--- src/rtl/link_codec_pkg.sv ---
// constants, code tables and register map of the serial link codec
package link_codec_pkg;

  // ----------------------------------------------------------------
  // register map (byte addresses) and field positions
  // ----------------------------------------------------------------
  localparam logic [3:0] REG_CTRL       = 4'h0;   // width select, cascade mode
  localparam logic [3:0] REG_STATUS     = 4'h4;   // link state, overflow flag
  localparam logic [3:0] REG_RX_LINES   = 4'h8;   // receiver output latch
  localparam int         CTRL_WS_LSB    = 0;      // two-bit width select
  localparam int         CTRL_CASCADE   = 2;      // 1 = cascade capture
  localparam int         STAT_VIOL      = 0;      // code violation level
  localparam int         STAT_ALIGNED   = 1;      // receiver byte aligned
  localparam int         STAT_CAPTURED  = 2;      // captured flag level
  localparam int         STAT_OVERFLOW  = 3;      // sticky, write 1 to clear
  localparam int         STAT_QCNT_LSB  = 4;      // two-bit buffer fill
  localparam logic [31:0] RD_UNMAPPED   = 32'h0000_0000;

  // ----------------------------------------------------------------
  // width select codes and symbol geometry
  // ----------------------------------------------------------------
  localparam logic [1:0] WS_8           = 2'h0;   // 8 data / 4 command
  localparam logic [1:0] WS_9           = 2'h1;   // 9 data / 3 command
  localparam logic [1:0] WS_10          = 2'h2;   // 10 data / 2 command
  localparam logic [3:0] SYM4_W         = 4'h5;   // 4b/5b symbol width
  localparam logic [3:0] SYM5_W         = 4'h6;   // 5b/6b symbol width
  localparam logic [3:0] SH_W           = 4'hC;   // longest serial pattern

  // ----------------------------------------------------------------
  // symbol kinds out of the decoder
  // ----------------------------------------------------------------
  localparam logic [1:0] K_DATA         = 2'h0;
  localparam logic [1:0] K_CMD          = 2'h1;
  localparam logic [1:0] K_SYNC         = 2'h2;
  localparam logic [1:0] K_BAD          = 2'h3;

  // ----------------------------------------------------------------
  // special symbols, never equal to a data code
  // ----------------------------------------------------------------
  localparam logic [5:0] SYNC_HI5       = 6'h18;  // 11000
  localparam logic [5:0] SYNC_LO5       = 6'h11;  // 10001
  // marks open with a one: after a symbol ending in two zeros the line stays flat three bits
  localparam logic [5:0] CMD_MARK5      = 6'h19;  // 11001
  localparam logic [5:0] SYNC_HI6       = 6'h18;  // 011000
  localparam logic [5:0] SYNC_LO6       = 6'h23;  // 100011
  localparam logic [5:0] CMD_MARK6      = 6'h3D;  // 111101

  // ----------------------------------------------------------------
  // data code tables
  // ----------------------------------------------------------------
  localparam logic [4:0] ENC4_TAB [16] = '{5'h1E, 5'h09, 5'h14, 5'h15, 5'h0A, 5'h0B,
    5'h0E, 5'h0F, 5'h12, 5'h13, 5'h16, 5'h17, 5'h1A, 5'h1B, 5'h1C, 5'h1D};
  localparam logic [5:0] ENC5_TAB [32] = '{6'h36, 6'h11, 6'h24, 6'h25, 6'h12, 6'h13,
    6'h16, 6'h17, 6'h22, 6'h31, 6'h37, 6'h27, 6'h32, 6'h33, 6'h34, 6'h35,
    6'h3E, 6'h39, 6'h3A, 6'h3B, 6'h2D, 6'h2E, 6'h2F, 6'h29, 6'h2A, 6'h2B,
    6'h1A, 6'h1B, 6'h19, 6'h2C, 6'h1D, 6'h1E};

endpackage : link_codec_pkg

--- src/rtl/link_codec.sv ---
// serial link codec: transmitter, receiver, cascade capture and register slave
`timescale 1ns/10ps
// ------------------------------------------------------------------
// Notes on behaviour
// - 8-bit width: two 5-bit symbols, 10 bits
// - 9-bit width: 6-bit plus 5-bit, 11 bits
// - 10-bit width: two 6-bit symbols, 12 bits
// - sixteen (5-bit) or thirty-two (6-bit) data codes, command marks, rest invalid
// - every serial bit NRZI: one toggles line
// - coding keeps frequent line transitions
// - receiver undoes NRZI and block code exactly
// - idle byte periods carry sync
// - local mode decodes every byte continuously
// - enabled receiver captures next non-sync, flags it
// - hold symbol until sync or enable low
// - flag drops on half sync, sync, enable low
// - release to output latch next byte cycle
// - async strobe latched, moved at byte boundary
// - two byte buffer, host paces by acknowledge
// - byte clock falling edge marks byte boundary
// - strobe near boundary never loses byte
// - receiver byte clock pulses never too short
// - realignment may drop partial byte, sync decodes
// - width select splits twelve parallel lines
// - violation held until next valid decode
// ------------------------------------------------------------------
module link_codec
  import link_codec_pkg::*;
(
  input  wire logic        CORE_CLK,
  input  wire logic        SYS_RST,
  input  wire logic [3:0]  ADDRESS,
  input  wire logic        READ,
  input  wire logic        WRITE,
  input  wire logic [31:0] WRITEDATA,
  output logic      [31:0] READDATA,
  output logic             WAITREQUEST,
  input  wire logic        INPUT_STROBE,
  input  wire logic [11:0] TX_LINES,
  output logic             TX_ACK,
  output logic             TX_BYTE_CLK,
  output logic             SERIAL_OUT,
  input  wire logic        SERIAL_IN_POS,
  input  wire logic        SERIAL_IN_NEG,
  input  wire logic        CAPTURE_ENABLE_IN,
  output logic             CAPTURED_FLAG_OUT,
  output logic      [11:0] RX_LINES,
  output logic             DATA_OUT_STROBE,
  output logic             COMMAND_OUT_STROBE,
  output logic             CODE_VIOLATION_OUT,
  output logic             RX_BYTE_CLK
);

  // ----------------------------------------------------------------
  // state record
  // ----------------------------------------------------------------
  typedef struct packed {
    logic        stb_s1, stb_s2, stb_s3;  // strobe synchroniser and edge tap
    logic [11:0] lin_s1, lin_s2;          // parallel lines synchroniser
    logic        pos_s1, pos_s2;          // serial input, positive leg
    logic        neg_s1, neg_s2;          // serial input, negative leg
    logic        cen_s1, cen_s2;          // capture enable synchroniser
    logic [1:0]  ws;                      // width select
    logic        cascade;                 // cascade capture mode
    logic        ovf;                     // sticky buffer overflow
    logic [11:0] q0, q1;                  // two-byte transmit buffer
    logic [1:0]  qcnt;                    // buffer fill
    logic        ack_owed;                // acknowledge deferred to next pop
    logic        ack;                     // acknowledge pulse
    logic [3:0]  tx_bit;                  // bit position in byte
    logic [11:0] tx_sh;                   // serial pattern, msb goes first
    logic        tx_line;                 // NRZI line level
    logic        tx_clk;                  // transmitter byte clock
    logic        rx_lvl;                  // last received line level
    logic [11:0] win;                     // received bit window
    logic [3:0]  rx_bit;                  // receive bit position
    logic        aligned;                 // byte boundary known
    logic        cap;                     // captured flag
    logic [1:0]  held_k;                  // held symbol kind
    logic [9:0]  held_v;                  // held symbol value
    logic        rel_pend;                // release at next boundary
    logic [11:0] rx_lines;                // output latch
    logic        dstb, cstb, viol;        // strobes and violation
    logic        rx_clk;                  // receiver byte clock out
    logic [3:0]  lvl_cnt;                 // cycles at current clock level
    logic [31:0] rdata;                   // bus read data
    logic        wait_r;                  // bus wait request
  } state_t;

  state_t s_r;    // registered state
  state_t s_nxt;  // next state

  // ----------------------------------------------------------------
  // geometry helpers
  // ----------------------------------------------------------------
  function automatic logic [3:0] hi_w(input logic [1:0] ws);
    hi_w = (ws == WS_9 || ws == WS_10) ? SYM5_W : SYM4_W;
  endfunction : hi_w

  function automatic logic [3:0] lo_w(input logic [1:0] ws);
    lo_w = (ws == WS_10) ? SYM5_W : SYM4_W;
  endfunction : lo_w

  // data field mask of the twelve lines
  function automatic logic [11:0] dmask(input logic [1:0] ws);
    dmask = 12'hFFF >> (SH_W - hi_w(ws) - lo_w(ws) + 4'h2);
  endfunction : dmask

  // encode one data half to its symbol, 5 or 6 bits wide
  function automatic logic [5:0] enc_half(input logic [4:0] v, input logic [3:0] w);
    enc_half = (w == SYM5_W) ? ENC5_TAB[v] : {1'b0, ENC4_TAB[v[3:0]]};
  endfunction : enc_half

  // decode a symbol: bit 5 set when valid, value below
  function automatic logic [5:0] dec_half(input logic [5:0] c, input logic [3:0] w);
    dec_half = 6'h00;
    for (int i = 0; i < 32; i++) begin
      if (w == SYM5_W && ENC5_TAB[i] == c) dec_half = {1'b1, 5'(i)};
      if (w == SYM4_W && i < 16 && {1'b0, ENC4_TAB[i[3:0]]} == c) dec_half = {1'b1, 5'(i)};
    end
  endfunction : dec_half

  // sync pattern right-aligned
  function automatic logic [11:0] sync_pat(input logic [1:0] ws);
    logic [5:0] h;
    logic [5:0] l;
    h = (hi_w(ws) == SYM5_W) ? SYNC_HI6 : SYNC_HI5;
    l = (lo_w(ws) == SYM5_W) ? SYNC_LO6 : SYNC_LO5;
    sync_pat = ({6'h00, h} << lo_w(ws)) | {6'h00, l};
  endfunction : sync_pat

  // encode twelve lines into a right-aligned serial pattern
  function automatic logic [11:0] encode(input logic [11:0] ln, input logic [1:0] ws);
    logic [3:0]  hw;
    logic [3:0]  lw;
    logic [11:0] dm;
    logic [11:0] cmd;
    logic [5:0]  h;
    logic [5:0]  l;
    hw  = hi_w(ws);
    lw  = lo_w(ws);
    dm  = dmask(ws);
    cmd = (ln & ~dm) >> (hw + lw - 4'h2);
    if (cmd != 12'h000) begin
      h = (hw == SYM5_W) ? CMD_MARK6 : CMD_MARK5;
      l = enc_half(cmd[4:0], lw);
    end else begin
      h = enc_half(5'((ln & dm) >> (lw - 4'h1)), hw);
      l = enc_half(5'(ln & (dm >> (hw - 4'h1))), lw);
    end
    encode = ({6'h00, h} << lw) | {6'h00, l};
  endfunction : encode

  // decode a right-aligned pattern into {kind, value}
  function automatic logic [11:0] decode(input logic [11:0] p, input logic [1:0] ws);
    logic [3:0] hw;
    logic [3:0] lw;
    logic [5:0] h;
    logic [5:0] l;
    logic [5:0] dh;
    logic [5:0] dl;
    hw = hi_w(ws);
    lw = lo_w(ws);
    h  = 6'(p >> lw);
    l  = 6'(p & (12'hFFF >> (SH_W - lw)));
    dh = dec_half(h, hw);
    dl = dec_half(l, lw);
    if (p == sync_pat(ws))
      decode = {K_SYNC, 10'h000};
    else if (h == ((hw == SYM5_W) ? CMD_MARK6 : CMD_MARK5) && dl[5] && dl[4:0] != 5'h00
             && {7'h00, dl[4:0]} < (12'h001 << (SH_W - hw - lw + 4'h2)))
      decode = {K_CMD, 5'h00, dl[4:0]};
    else if (dh[5] && dl[5])
      decode = {K_DATA, 10'((({5'h00, dh[4:0]}) << (lw - 4'h1)) | {5'h00, dl[4:0]})};
    else
      decode = {K_BAD, 10'h000};
  endfunction : decode

  // ----------------------------------------------------------------
  // next-state logic
  // ----------------------------------------------------------------
  logic [3:0]  len;       // serial bits per byte
  logic [3:0]  hw;        // first symbol width
  logic        stb_edge;  // strobe rising edge, synchronised
  logic        tx_bnd;    // last bit of transmit byte
  logic        pop;       // encoder takes a buffered byte
  logic [1:0]  cnt_mid;   // fill after pop
  logic        lvl;       // received line level
  logic        rbit;      // NRZI decoded bit
  logic [11:0] w;         // window including newest bit
  logic [11:0] sym;       // byte candidate
  logic        sync_hit;  // window holds sync
  logic        rx_bnd;    // receive byte boundary
  logic        half_sync; // first half of sync at mid byte
  logic [11:0] dec;       // decoded kind and value
  logic        dgo;       // deliver to output latch
  logic [1:0]  dk;        // delivered kind
  logic [9:0]  dv;        // delivered value
  logic        nom;       // nominal receive byte clock level

  // one process computes the whole next state
  always_comb begin
    s_nxt     = s_r;
    len       = hi_w(s_r.ws) + lo_w(s_r.ws);
    hw        = hi_w(s_r.ws);
    dgo       = 1'b0;
    dk        = K_DATA;
    dv        = 10'h000;
    // input synchronisers
    s_nxt.stb_s1 = INPUT_STROBE;
    s_nxt.stb_s2 = s_r.stb_s1;
    s_nxt.stb_s3 = s_r.stb_s2;
    s_nxt.lin_s1 = TX_LINES;
    s_nxt.lin_s2 = s_r.lin_s1;
    s_nxt.pos_s1 = SERIAL_IN_POS;
    s_nxt.pos_s2 = s_r.pos_s1;
    s_nxt.neg_s1 = SERIAL_IN_NEG;
    s_nxt.neg_s2 = s_r.neg_s1;
    s_nxt.cen_s1 = CAPTURE_ENABLE_IN;
    s_nxt.cen_s2 = s_r.cen_s1;
    s_nxt.ack    = 1'b0;
    s_nxt.dstb   = 1'b0;
    s_nxt.cstb   = 1'b0;

    // bus slave: answer one cycle after the request is seen
    if ((READ || WRITE) && s_r.wait_r) begin
      s_nxt.wait_r = 1'b0;
      case (ADDRESS)
        REG_CTRL:     s_nxt.rdata = {29'h0, s_r.cascade, s_r.ws};
        REG_STATUS:   s_nxt.rdata = {26'h0, s_r.qcnt, s_r.ovf, s_r.cap, s_r.aligned, s_r.viol};
        REG_RX_LINES: s_nxt.rdata = {20'h0, s_r.rx_lines};
        default:      s_nxt.rdata = RD_UNMAPPED;
      endcase
    end else begin
      s_nxt.wait_r = 1'b1;
    end
    // writes take effect at the edge that completes the request
    if (WRITE && !s_r.wait_r) begin
      if (ADDRESS == REG_CTRL) begin
        s_nxt.ws      = WRITEDATA[CTRL_WS_LSB +: 2];
        s_nxt.cascade = WRITEDATA[CTRL_CASCADE];
      end
      if (ADDRESS == REG_STATUS && WRITEDATA[STAT_OVERFLOW]) s_nxt.ovf = 1'b0;
    end

    // transmitter: byte boundary loads data or sync
    stb_edge = s_r.stb_s2 & ~s_r.stb_s3;
    tx_bnd   = (s_r.tx_bit == len - 4'h1);
    pop      = tx_bnd && (s_r.qcnt != 2'h0);
    cnt_mid  = s_r.qcnt - {1'b0, pop};
    if (tx_bnd) begin
      s_nxt.tx_bit = 4'h0;
      if (pop) begin
        s_nxt.tx_sh = encode(s_r.q0, s_r.ws) << (SH_W - len);
        s_nxt.q0    = s_r.q1;
      end else begin
        s_nxt.tx_sh = sync_pat(s_r.ws) << (SH_W - len);
      end
      if (pop && s_r.ack_owed) begin
        s_nxt.ack      = 1'b1;
        s_nxt.ack_owed = 1'b0;
      end
    end else begin
      s_nxt.tx_bit = s_r.tx_bit + 4'h1;
      s_nxt.tx_sh  = s_r.tx_sh << 1;
    end
    // a strobe in the boundary cycle joins the buffer behind the pop
    if (stb_edge) begin
      if (cnt_mid == 2'h2) begin
        s_nxt.ovf = 1'b1;
      end else begin
        if (cnt_mid == 2'h0) s_nxt.q0 = s_r.lin_s2;
        else                 s_nxt.q1 = s_r.lin_s2;
        if (cnt_mid == 2'h0) s_nxt.ack = 1'b1;
        else                 s_nxt.ack_owed = 1'b1;
      end
    end
    s_nxt.qcnt    = cnt_mid + {1'b0, stb_edge && cnt_mid != 2'h2};
    s_nxt.tx_line = s_r.tx_line ^ s_r.tx_sh[SH_W - 4'h1];
    s_nxt.tx_clk  = (s_nxt.tx_bit >= (len >> 1));

    // receiver: NRZI decode and byte framing
    lvl          = (s_r.pos_s2 != s_r.neg_s2) ? s_r.pos_s2 : s_r.rx_lvl;
    rbit         = lvl ^ s_r.rx_lvl;
    s_nxt.rx_lvl = lvl;
    w            = {s_r.win[10:0], rbit};
    s_nxt.win    = w;
    sym          = w & (12'hFFF >> (SH_W - len));
    sync_hit     = (sym == sync_pat(s_r.ws));
    // sync anywhere resets the boundary; partial byte is dropped
    rx_bnd       = (s_r.rx_bit == len - 4'h1) || sync_hit;
    s_nxt.rx_bit = rx_bnd ? 4'h0 : s_r.rx_bit + 4'h1;
    half_sync    = (s_r.rx_bit == hw - 4'h1)
                   && ((w & (12'hFFF >> (SH_W - hw))) == (sync_pat(s_r.ws) >> lo_w(s_r.ws)));
    dec          = decode(sym, s_r.ws);
    if (rx_bnd && sync_hit)                 s_nxt.aligned = 1'b1;
    if (rx_bnd && dec[11:10] == K_BAD)      s_nxt.aligned = 1'b0;

    // output latch feed: local or cascade
    if (!s_r.cascade) begin
      dgo = rx_bnd;
      dk  = dec[11:10];
      dv  = dec[9:0];
      s_nxt.cap      = 1'b0;
      s_nxt.rel_pend = 1'b0;
    end else begin
      if (s_r.rel_pend && rx_bnd) begin
        dgo            = 1'b1;
        dk             = s_r.held_k;
        dv             = s_r.held_v;
        s_nxt.rel_pend = 1'b0;
      end
      if (s_r.cap && (!s_r.cen_s2 || half_sync || (rx_bnd && sync_hit))) begin
        s_nxt.cap      = 1'b0;
        s_nxt.rel_pend = 1'b1;
      end else if (!s_r.cap && s_r.cen_s2 && rx_bnd && dec[11:10] != K_SYNC) begin
        s_nxt.cap    = 1'b1;
        s_nxt.held_k = dec[11:10];
        s_nxt.held_v = dec[9:0];
      end
    end
    if (dgo) begin
      case (dk)
        K_DATA: begin
          s_nxt.rx_lines = (s_r.rx_lines & ~dmask(s_r.ws)) | ({2'h0, dv} & dmask(s_r.ws));
          s_nxt.dstb     = 1'b1;
          s_nxt.viol     = 1'b0;
        end
        K_CMD: begin
          s_nxt.rx_lines = (s_r.rx_lines & dmask(s_r.ws))
                           | ({2'h0, dv} << (len - 4'h2));
          s_nxt.cstb     = 1'b1;
          s_nxt.viol     = 1'b0;
        end
        K_SYNC: begin
          s_nxt.rx_lines = s_r.rx_lines & dmask(s_r.ws);    // sync clears command
          s_nxt.cstb     = 1'b1;
          s_nxt.viol     = 1'b0;
        end
        default: begin
          s_nxt.viol     = 1'b1;
          s_nxt.dstb     = 1'b1;
        end
      endcase
    end

    // receive byte clock with pulse stretching
    nom = (s_nxt.rx_bit >= (len >> 1));
    if (nom != s_r.rx_clk && s_r.lvl_cnt >= (len >> 1) - 4'h1) begin
      s_nxt.rx_clk  = nom;
      s_nxt.lvl_cnt = 4'h0;
    end else if (s_r.lvl_cnt != 4'hF) begin
      s_nxt.lvl_cnt = s_r.lvl_cnt + 4'h1;
    end

    // synchronous reset
    if (SYS_RST) begin
      s_nxt        = '0;
      s_nxt.wait_r = 1'b1;
    end
  end

  // ----------------------------------------------------------------
  // state register
  // ----------------------------------------------------------------
  always_ff @(posedge CORE_CLK) begin
    s_r <= s_nxt;
  end

  // ----------------------------------------------------------------
  // outputs, each straight from a state flop
  // ----------------------------------------------------------------
  assign READDATA           = s_r.rdata;
  assign WAITREQUEST        = s_r.wait_r;
  assign TX_ACK             = s_r.ack;
  assign TX_BYTE_CLK        = s_r.tx_clk;
  assign SERIAL_OUT         = s_r.tx_line;
  assign CAPTURED_FLAG_OUT  = s_r.cap;
  assign RX_LINES           = s_r.rx_lines;
  assign DATA_OUT_STROBE    = s_r.dstb;
  assign COMMAND_OUT_STROBE = s_r.cstb;
  assign CODE_VIOLATION_OUT = s_r.viol;
  assign RX_BYTE_CLK        = s_r.rx_clk;

endmodule : link_codec

--- config.mk ---
export PLATFORM = sky130hd
export DESIGN_NAME = link_codec
export DESIGN_NICKNAME = d
export VERILOG_FILES = /design/src/rtl/link_codec_pkg.sv /design/src/rtl/link_codec.sv
export SDC_FILE = /design/constraint.sdc
export NUM_CORES = 1
export LEC_CHECK = 0
export ABC_AREA = 1
export CAP_MARGIN = 20
export CORE_ASPECT_RATIO = 0.5
export CORE_MARGIN = 4
export CORE_UTILIZATION = 60
export CTS_BUF_LIST = sky130_fd_sc_hd__clkbuf_4 sky130_fd_sc_hd__clkbuf_8 sky130_fd_sc_hd__clkbuf_16
export DETAILED_ROUTE_END_ITERATION = 16
export DONT_BUFFER_PORTS = 1
export HOLD_SLACK_MARGIN = 0.12
export PLACE_DENSITY = 0.87
export SLEW_MARGIN = 10
export SYNTH_ARGS = -nofsm -noshare
export SYNTH_HDL_FRONTEND = slang
export SYNTH_SLANG_ARGS = --single-unit
--- constraint.sdc ---
create_clock -name CORE_CLK -period 7.3 [get_ports CORE_CLK]
set_input_delay 0 -clock CORE_CLK [delete_from_list [all_inputs] [get_ports CORE_CLK]]
set_output_delay 0 -clock CORE_CLK [all_outputs]
set_load 0.05 [all_outputs]
==> summary.md, run 1 <==
| Metric | Value |
|---|---|
| Setup TNS Final | 0 ns |
| Netlist cell types | 59 |
| Register name with the most flops | s_r |
| Synthesis-to-finish area growth | 8.101% |
| RSZ-0062 raised after global routing | no |
| CP max stage delay | between 0.5 and 0.6 ns |
| Post-layout minimum cycle time | 6.093 ns |
| GRT Overall Usage | 0.2827 |
| Number of remaining DRC errors | 0 |
| Top post-synthesis cells by count | nand2_1 (213), nor2_1 (194), inv_1 (180) |
| Synthesized area per cell | about 6.7 um2 |
| Clock latency reported for the late side of the worst-skew pair | 0.43 ns |
| Yosys Warn Count | 0 |
| Arrival time worst endpoint | between 6 and 7 ns |
| Flip-flop count of the largest register, all copies and words added | 114 |
| CP Max Fanout | 26 |
| Total of endpoints with negative setup slack in the final report | 0 |
| Post-synthesis instance area | around 9400 um2 |
| Instance count of the mapped netlist | approximately 1.4k |
| Number of stages on the worst hold path | 4 |
| Slowest CP cell | ha_2 |
| Fin Clk Skew | 0.01267 ns |
| Proportion of netlist area held by the largest area contributor | 0.3144 |
| Final Routed Wirelength | about 25 mm |
| Cell repeated most along the worst path | inv_1 |
| Antenna Nets Post-Route | 0 |
| Ant diodes | 0 |
| Most frequent cell after synthesis | nand2_1 |
| Count of state elements after synthesis | ~150 |
| PwrDens | 185.1 nW/um2 |
| Path depth of the worst reg2reg path | 29 |
| Share of the core filled with cells in the final layout | 0.6811 |
| Final hold violation count | 0 |
| Number of buffers added for setup after CTS | 0 |
| Lkg Pwr | between 0.004 and 0.005 uW |
| Min-Delay Endpoint | s_r[131] |
| Detail Placement HPWL | between 15 and 20 mm |
| DP Cell Count | ~1.5k |
| Startpoint of the most critical hold path | ADDRESS[0] |
| CP required | 7.62 ns |
| Nets@finish | around 1.5k |
| Die height | slightly below 100 um |
| Num Clock Sinks | around 150 |
| Final Hold Slack | roughly 0.19 ns |
| Nature of the critical path endpoint | flip-flop |
| Top area cells in the synthesized netlist | dfxtp_1 (31%), nand2_1 (8.5%), nor2_1 (7.8%), inv_1 (7.2%), o21ai_0 (6.5%) |
| Routability congestion estimate from global placement | between 0.9 and 1 |
| Share of synthesized registers carrying an async set or reset | 0 |
| Element type at the critical path start | flip-flop |
| Clock root cell | clkbuf_16 |
| Most used DFF post-synth | dfxtp_1 |
| Max-slew headroom at the worst pin | 0.4306 |
| Leading area contributor after synthesis | dfxtp_1 |
| Kind of critical path | reg2reg |
| H-tree levels | 4 |
| Result of the run | complete, no violations |
| Wire length of the first global-routing pass | slightly above 40 mm |
| DR vias | about 9.5k |
| Maximum VDD drop | around 0.17 mV |
| Clock-pin slew reported for the worst setup and hold paths after clock tree synthesis | ~0.060 ns |
| DR pass1 iterations | 7 |
| Die X | roughly 180 um |
| Final non-filler cell total | between 1.5k and 2k |
| Drt first-iter violations | 1,137 |
| Final critical-path setup slack | 1.207 ns |
| Number of max-slew violations in the final report | 0 |
| Num CTS Buffers | 17 |
| Share of synthesized area occupied by flip-flops and latches | 0.3144 |
| Maximum number of pins on one net before global-route repair | 81 |
| Vias per std cell | 5.931 |
| Pre-CTS setup slack | approximately 1.7 ns |
| Highest achievable clock rate | approximately 0.16 GHz |
| Share of cells above drive strength 1 | 0.09084 |
| FF-to-FF setup slack | between 1 and 1.5 ns |
| Deepest clock path buffer count | 2 |
| Starting density of the core | 0.6301 |
| Number of violations of the max-capacitance limit | 0 |
| Startpoint of the lowest-slack register-to-register path | s_r[133] |
| IO Pins | between 100 and 150 |
| Average wire per cell in the routed design | approximately 16 um |
| EDFF count, synth | 0 |
| Total die area | between 15,000 and 20,000 um2 |
| Row count | 31 |
| Antenna violations before repair | 0 |
| Area inside the core boundary | 14,860 um2 |
| Hold WC Path Type | in2reg |
| Clock tree from TritonCTS | built |
| Actual slew at the worst max-slew pin | 0.8541 ns |
| Tcrit/Tclk final | 0.8347 |
| Count of input and output buffers | 0 |
| Vias in the first global route | 8,843 |
| GRT overflow | 0 |
[cells in the final DEF (no fill, tap or decap), types with 16 or more instances in the layout]
cell,synthesis,routed
nand3_1,75,75
a21oi_1,95,95
conb_1,2,21
ha_1,33,32
dlygate4sd3_1,0,34
inv_1,180,180
nor3_1,22,21
dfxtp_1,147,147
o21ai_0,121,121
o211ai_1,28,28
nor2_1,194,194
clkbuf_16,0,17
inv_2,25,25
nand2_1,213,213
o21ai_1,16,16
[layer usage]
| layer | vias to the layer above | wire, um | GRT usage |
|---|---|---|---|
| met1 | 4311 | 9960 | 0.3449 |
| met3 | 85 | 2197 | 0.05172 |
| met5 | - | 0 | 0 |
| met4 | 0 | 686 | 0.1166 |
| li1 | 4515 | - | - |
| met2 | 555 | 12210 | 0.4994 |
[area by class of cell]
class                      instances  area [um2]
sequential                       147        2943
inverter                         207       779.5
clock inverter                    14       133.9
multi-input combinational        972        5166
tap                              198       247.7
clock buffer                      18       439.2
fill                            1180        4737
timing repair buffer              40       409.1
[critical path: cells and delay by family (launching register included)]
family                     cells  cell delay (ns)
buffers and inverters          6             0.90
and+or+nand+nor               13             1.93
DFF                            1             0.33
adders and majority gates      4             1.81
AOI/OAI and AO/OA              6             1.00
[power by group]
part           switching (uW)  total (uW)  internal (uW)
Combinational             117         172           54.6
Sequential               30.5         854            824
Clock                     388         847            460
[how the worst max path moves through the flow]
| stage | start | end | slack [ns] | cells after the start |
|---|---|---|---|---|
| after floorplan | s_r[133] | flip-flop | 2.93 | 27 |
| after global placement | s_r[133] | RX_LINES[10] | 1.83 | 30 |
| after detailed placement | s_r[133] | RX_LINES[11] | 1.66 | 30 |
| after CTS | s_r[133] | flip-flop | 1.55 | 29 |
| after global routing | s_r[133] | flip-flop | 0.85 | 30 |
| final | s_r[133] | flip-flop | 1.21 | 29 |
[timing repair]
action / in CTS / in global routing
hold buffers: 35 / 0
resized for setup: 0 / 0
endpoints found under the setup margin: 0 / 0
endpoints found under the hold margin: 95 / 0
[kinds of logic (layout without fill, tap and decap cells)]
family	after synthesis	count (layout)	synth area share
AND/OR/NAND/NOR	571	571	0.2744
AO/OA/AOI/OAI	339	339	0.2167
buffers and inverters	300	279	0.1421
flip-flops	147	147	0.3144
adder cells (fa/ha/maj)	33	33	0.04411
XOR/XNOR	8	8	0.007485
other	2	21	0.0008023
[through the flow]
stage | instance area, um2 | power, uW
3_5_place_dp | 9166 | 1014
6_report | 10120 | 1873
3_3_place_gp | 9166 | 1007
5_1_grt | 10120 | 1933
4_1_cts | 10110 | 1868
2_1_floorplan | 9432 | 1004
(Power assumes the default switching activity.)
==> run 2, diff against run 1 <==
- CORE_UTILIZATION: 60 -> 59
- PLACE_DENSITY: 0.87 -> 0.89
- clock period: 7.3 -> 5.02 ns (I/O delays scaled with it)
==> run 2 against run 1 <==
Wire length is 2.8% higher; critical path type unchanged; largest power group is now clock; flip-flop and latch count stayed put; critical path depth stayed put; largest cell class unchanged.
==> summary.md, run 2 (synthesis gave the netlist of run 1 again) <==
| Metric | Value |
|---|---|
| Result of the run | complete, no violations |
| Worst setup startpoint | s_r[133] |
| Synthesis-to-finish area growth | 9.785% |
| Register name with the most flops | s_r |
| Cell repeated most along the worst path | nand2_1 |
| Post-layout minimum cycle time | about 4.8 ns |
| Lkg Pwr | ~0.0045 uW |
| Element type at the critical path start | flip-flop |
| Die height | about 97 um |
| Routability congestion estimate from global placement | between 0.9 and 1 |
| Ant diodes | 0 |
| Final Routed Wirelength | 25.75 mm |
| CP max stage delay | approximately 0.36 ns |
| Number of max-slew violations in the final report | 0 |
| Flip-flop count of the largest register, all copies and words added | 114 |
| Hold WC Path Type | in2reg |
| GRT Overall Usage | 0.2735 |
| Fin Clk Skew | 0.01433 ns |
| Num Clock Sinks | between 100 and 150 |
| Tcrit/Tclk final | 0.9486 |
| Average wire per cell in the routed design | ~16 um |
| Kind of critical path | reg2reg |
| Maximum VDD drop | about 0.23 mV |
| Number of remaining DRC errors | 0 |
| GRT overflow | 0 |
| Final hold violation count | 0 |
| Most common cell after layout, fill and taps aside | nand2_1 |
| CP Max Fanout | 8 |
| Share of the core filled with cells in the final layout | 0.6649 |
| DR pass1 iterations | 7 |
| CP required | between 5 and 6 ns |
| Pre-CTS setup slack | between 0.3 and 0.4 ns |
| Arrival time worst endpoint | 5.06 ns |
| Area inside the core boundary | roughly 15,000 um2 |
| Wire length of the first global-routing pass | around 42 mm |
| Detail Placement HPWL | roughly 17 mm |
| Most used cells in the layout excluding fill and tap cells | nand2_1 (212), nor2_1 (192), inv_1 (176), dfxtp_1 (147), o21ai_0 (120) |
| Highest achievable clock rate | 0.2100 GHz |
| DR vias | between 9k and 10k |
| Vias in the first global route | ~9.0k |
| Actual slew at the worst max-slew pin | ~1.0 ns |
| Slowest CP cell | dfxtp_1 |
| Nature of the critical path endpoint | flip-flop |
| Area of all placed cells without fillers | slightly above 10,000 um2 |
| Vias per std cell | 5.988 |
| Share of cells above drive strength 1 | 0.1038 |
| Total die area | about 18,000 um2 |
| Num CTS Buffers | 17 |
| Power Total | ~2800 uW |
| Clock root cell | clkbuf_16 |
| Startpoint of the most critical hold path | CAPTURE_ENABLE_IN |
| Clock tree from TritonCTS | built |
| Startpoint of the lowest-slack register-to-register path | s_r[133] |
| IO Pins | roughly 110 |
| Count of input and output buffers | 0 |
| Nets@finish | about 1.5k |
| PwrDens | ~280 nW/um2 |
| Deepest clock path buffer count | 2 |
| Placed cell areas | between 9000 and 10,000 um2 |
| H-tree levels | 4 |
| Total of endpoints with negative setup slack in the final report | 0 |
| Drt first-iter violations | about 1.4k |
| Die X | 186.1 um |
| Clock-pin slew reported for the worst setup and hold paths after clock tree synthesis | 0.06 ns |
| Starting density of the core | 0.6057 |
| Antenna Nets Post-Route | 0 |
| Row count | 32 |
| Number of violations of the max-capacitance limit | 0 |
| Maximum number of pins on one net before global-route repair | 80 |
| Clock latency reported for the late side of the worst-skew pair | 0.43 ns |
| Max-slew headroom at the worst pin | 0.3326 |
| Final critical-path setup slack | between 0.2 and 0.3 ns |
| Antenna violations before repair | 0 |
[run 2: changes by cell type in the layout (fill, tap and decap cells not counted), sizes merged]
cell         previous run  this run
clkinvlp                1         3
buf                     6        17
dlygate4sd3            34        33
clkinv                  6         4
inv                   214       210
bufinv                  0         3
[run 2: through the flow]
| step | instances | hold slack [ns] | TNS [ns] |
|---|---|---|---|
| after floorplan | 1419 | 0.1070 | 0 |
| after global placement | 1543 | 0.07609 | 0 |
| after detailed placement | 1543 | 0.07514 | 0 |
| after CTS | 1608 | 0.1797 | 0 |
| after global routing | 1611 | 0.2466 | -0.09044 |
| final | 1611 | 0.2296 | 0 |
[run 2: area by class of cell]
type	instances	area, um2
flip-flops and latches	147	2943
clock inverters	13	173.9
repair buffers	50	478.0
clock buffers	18	439.2
well taps	204	255.2
fillers	1175	5179
multi-input cells	972	5204
inverters	207	783.3
[run 2: layer usage]
layer | global-route usage | wire length [um]
met3 | 0.05198 | 2094
met5 | 0 | 0
met1 | 0.3356 | 10240
met4 | 0.1186 | 1278
met2 | 0.4674 | 12130
[run 2: path summary, 6_finish.rpt]
check | depth (start not counted) | end | slack (ns)
max | 29 | flip-flop | 0.26
min | 3 | s_r[136] | 0.23
max reg2reg | 29 | flip-flop | 0.26
min reg2reg | 2 | s_r[166] | 0.40
[run 2: repair_timing]
item	CTS	global route
buffers inserted	0	3
resized for setup	0	12
endpoints found under the hold margin	94	0
hold buffers	34	0
setup endpoints to repair	0	12
[run 2: worst max-delay path: cells and delay by family (launching register included)]
kind	cells	cell delay (ns)
AND/OR/NAND/NOR	15	1.93
adder cells (fa/ha/maj)	4	1.19
AO/OA/AOI/OAI	5	0.58
buffers and inverters	5	0.56
flip-flops	1	0.36
[run 2: where the power goes]
group,total (uW),switching (uW),internal (uW)
clock,1340,535,802
combinational,255,174,80.7
sequential,1240,44.2,1200
total,2830,753,2080
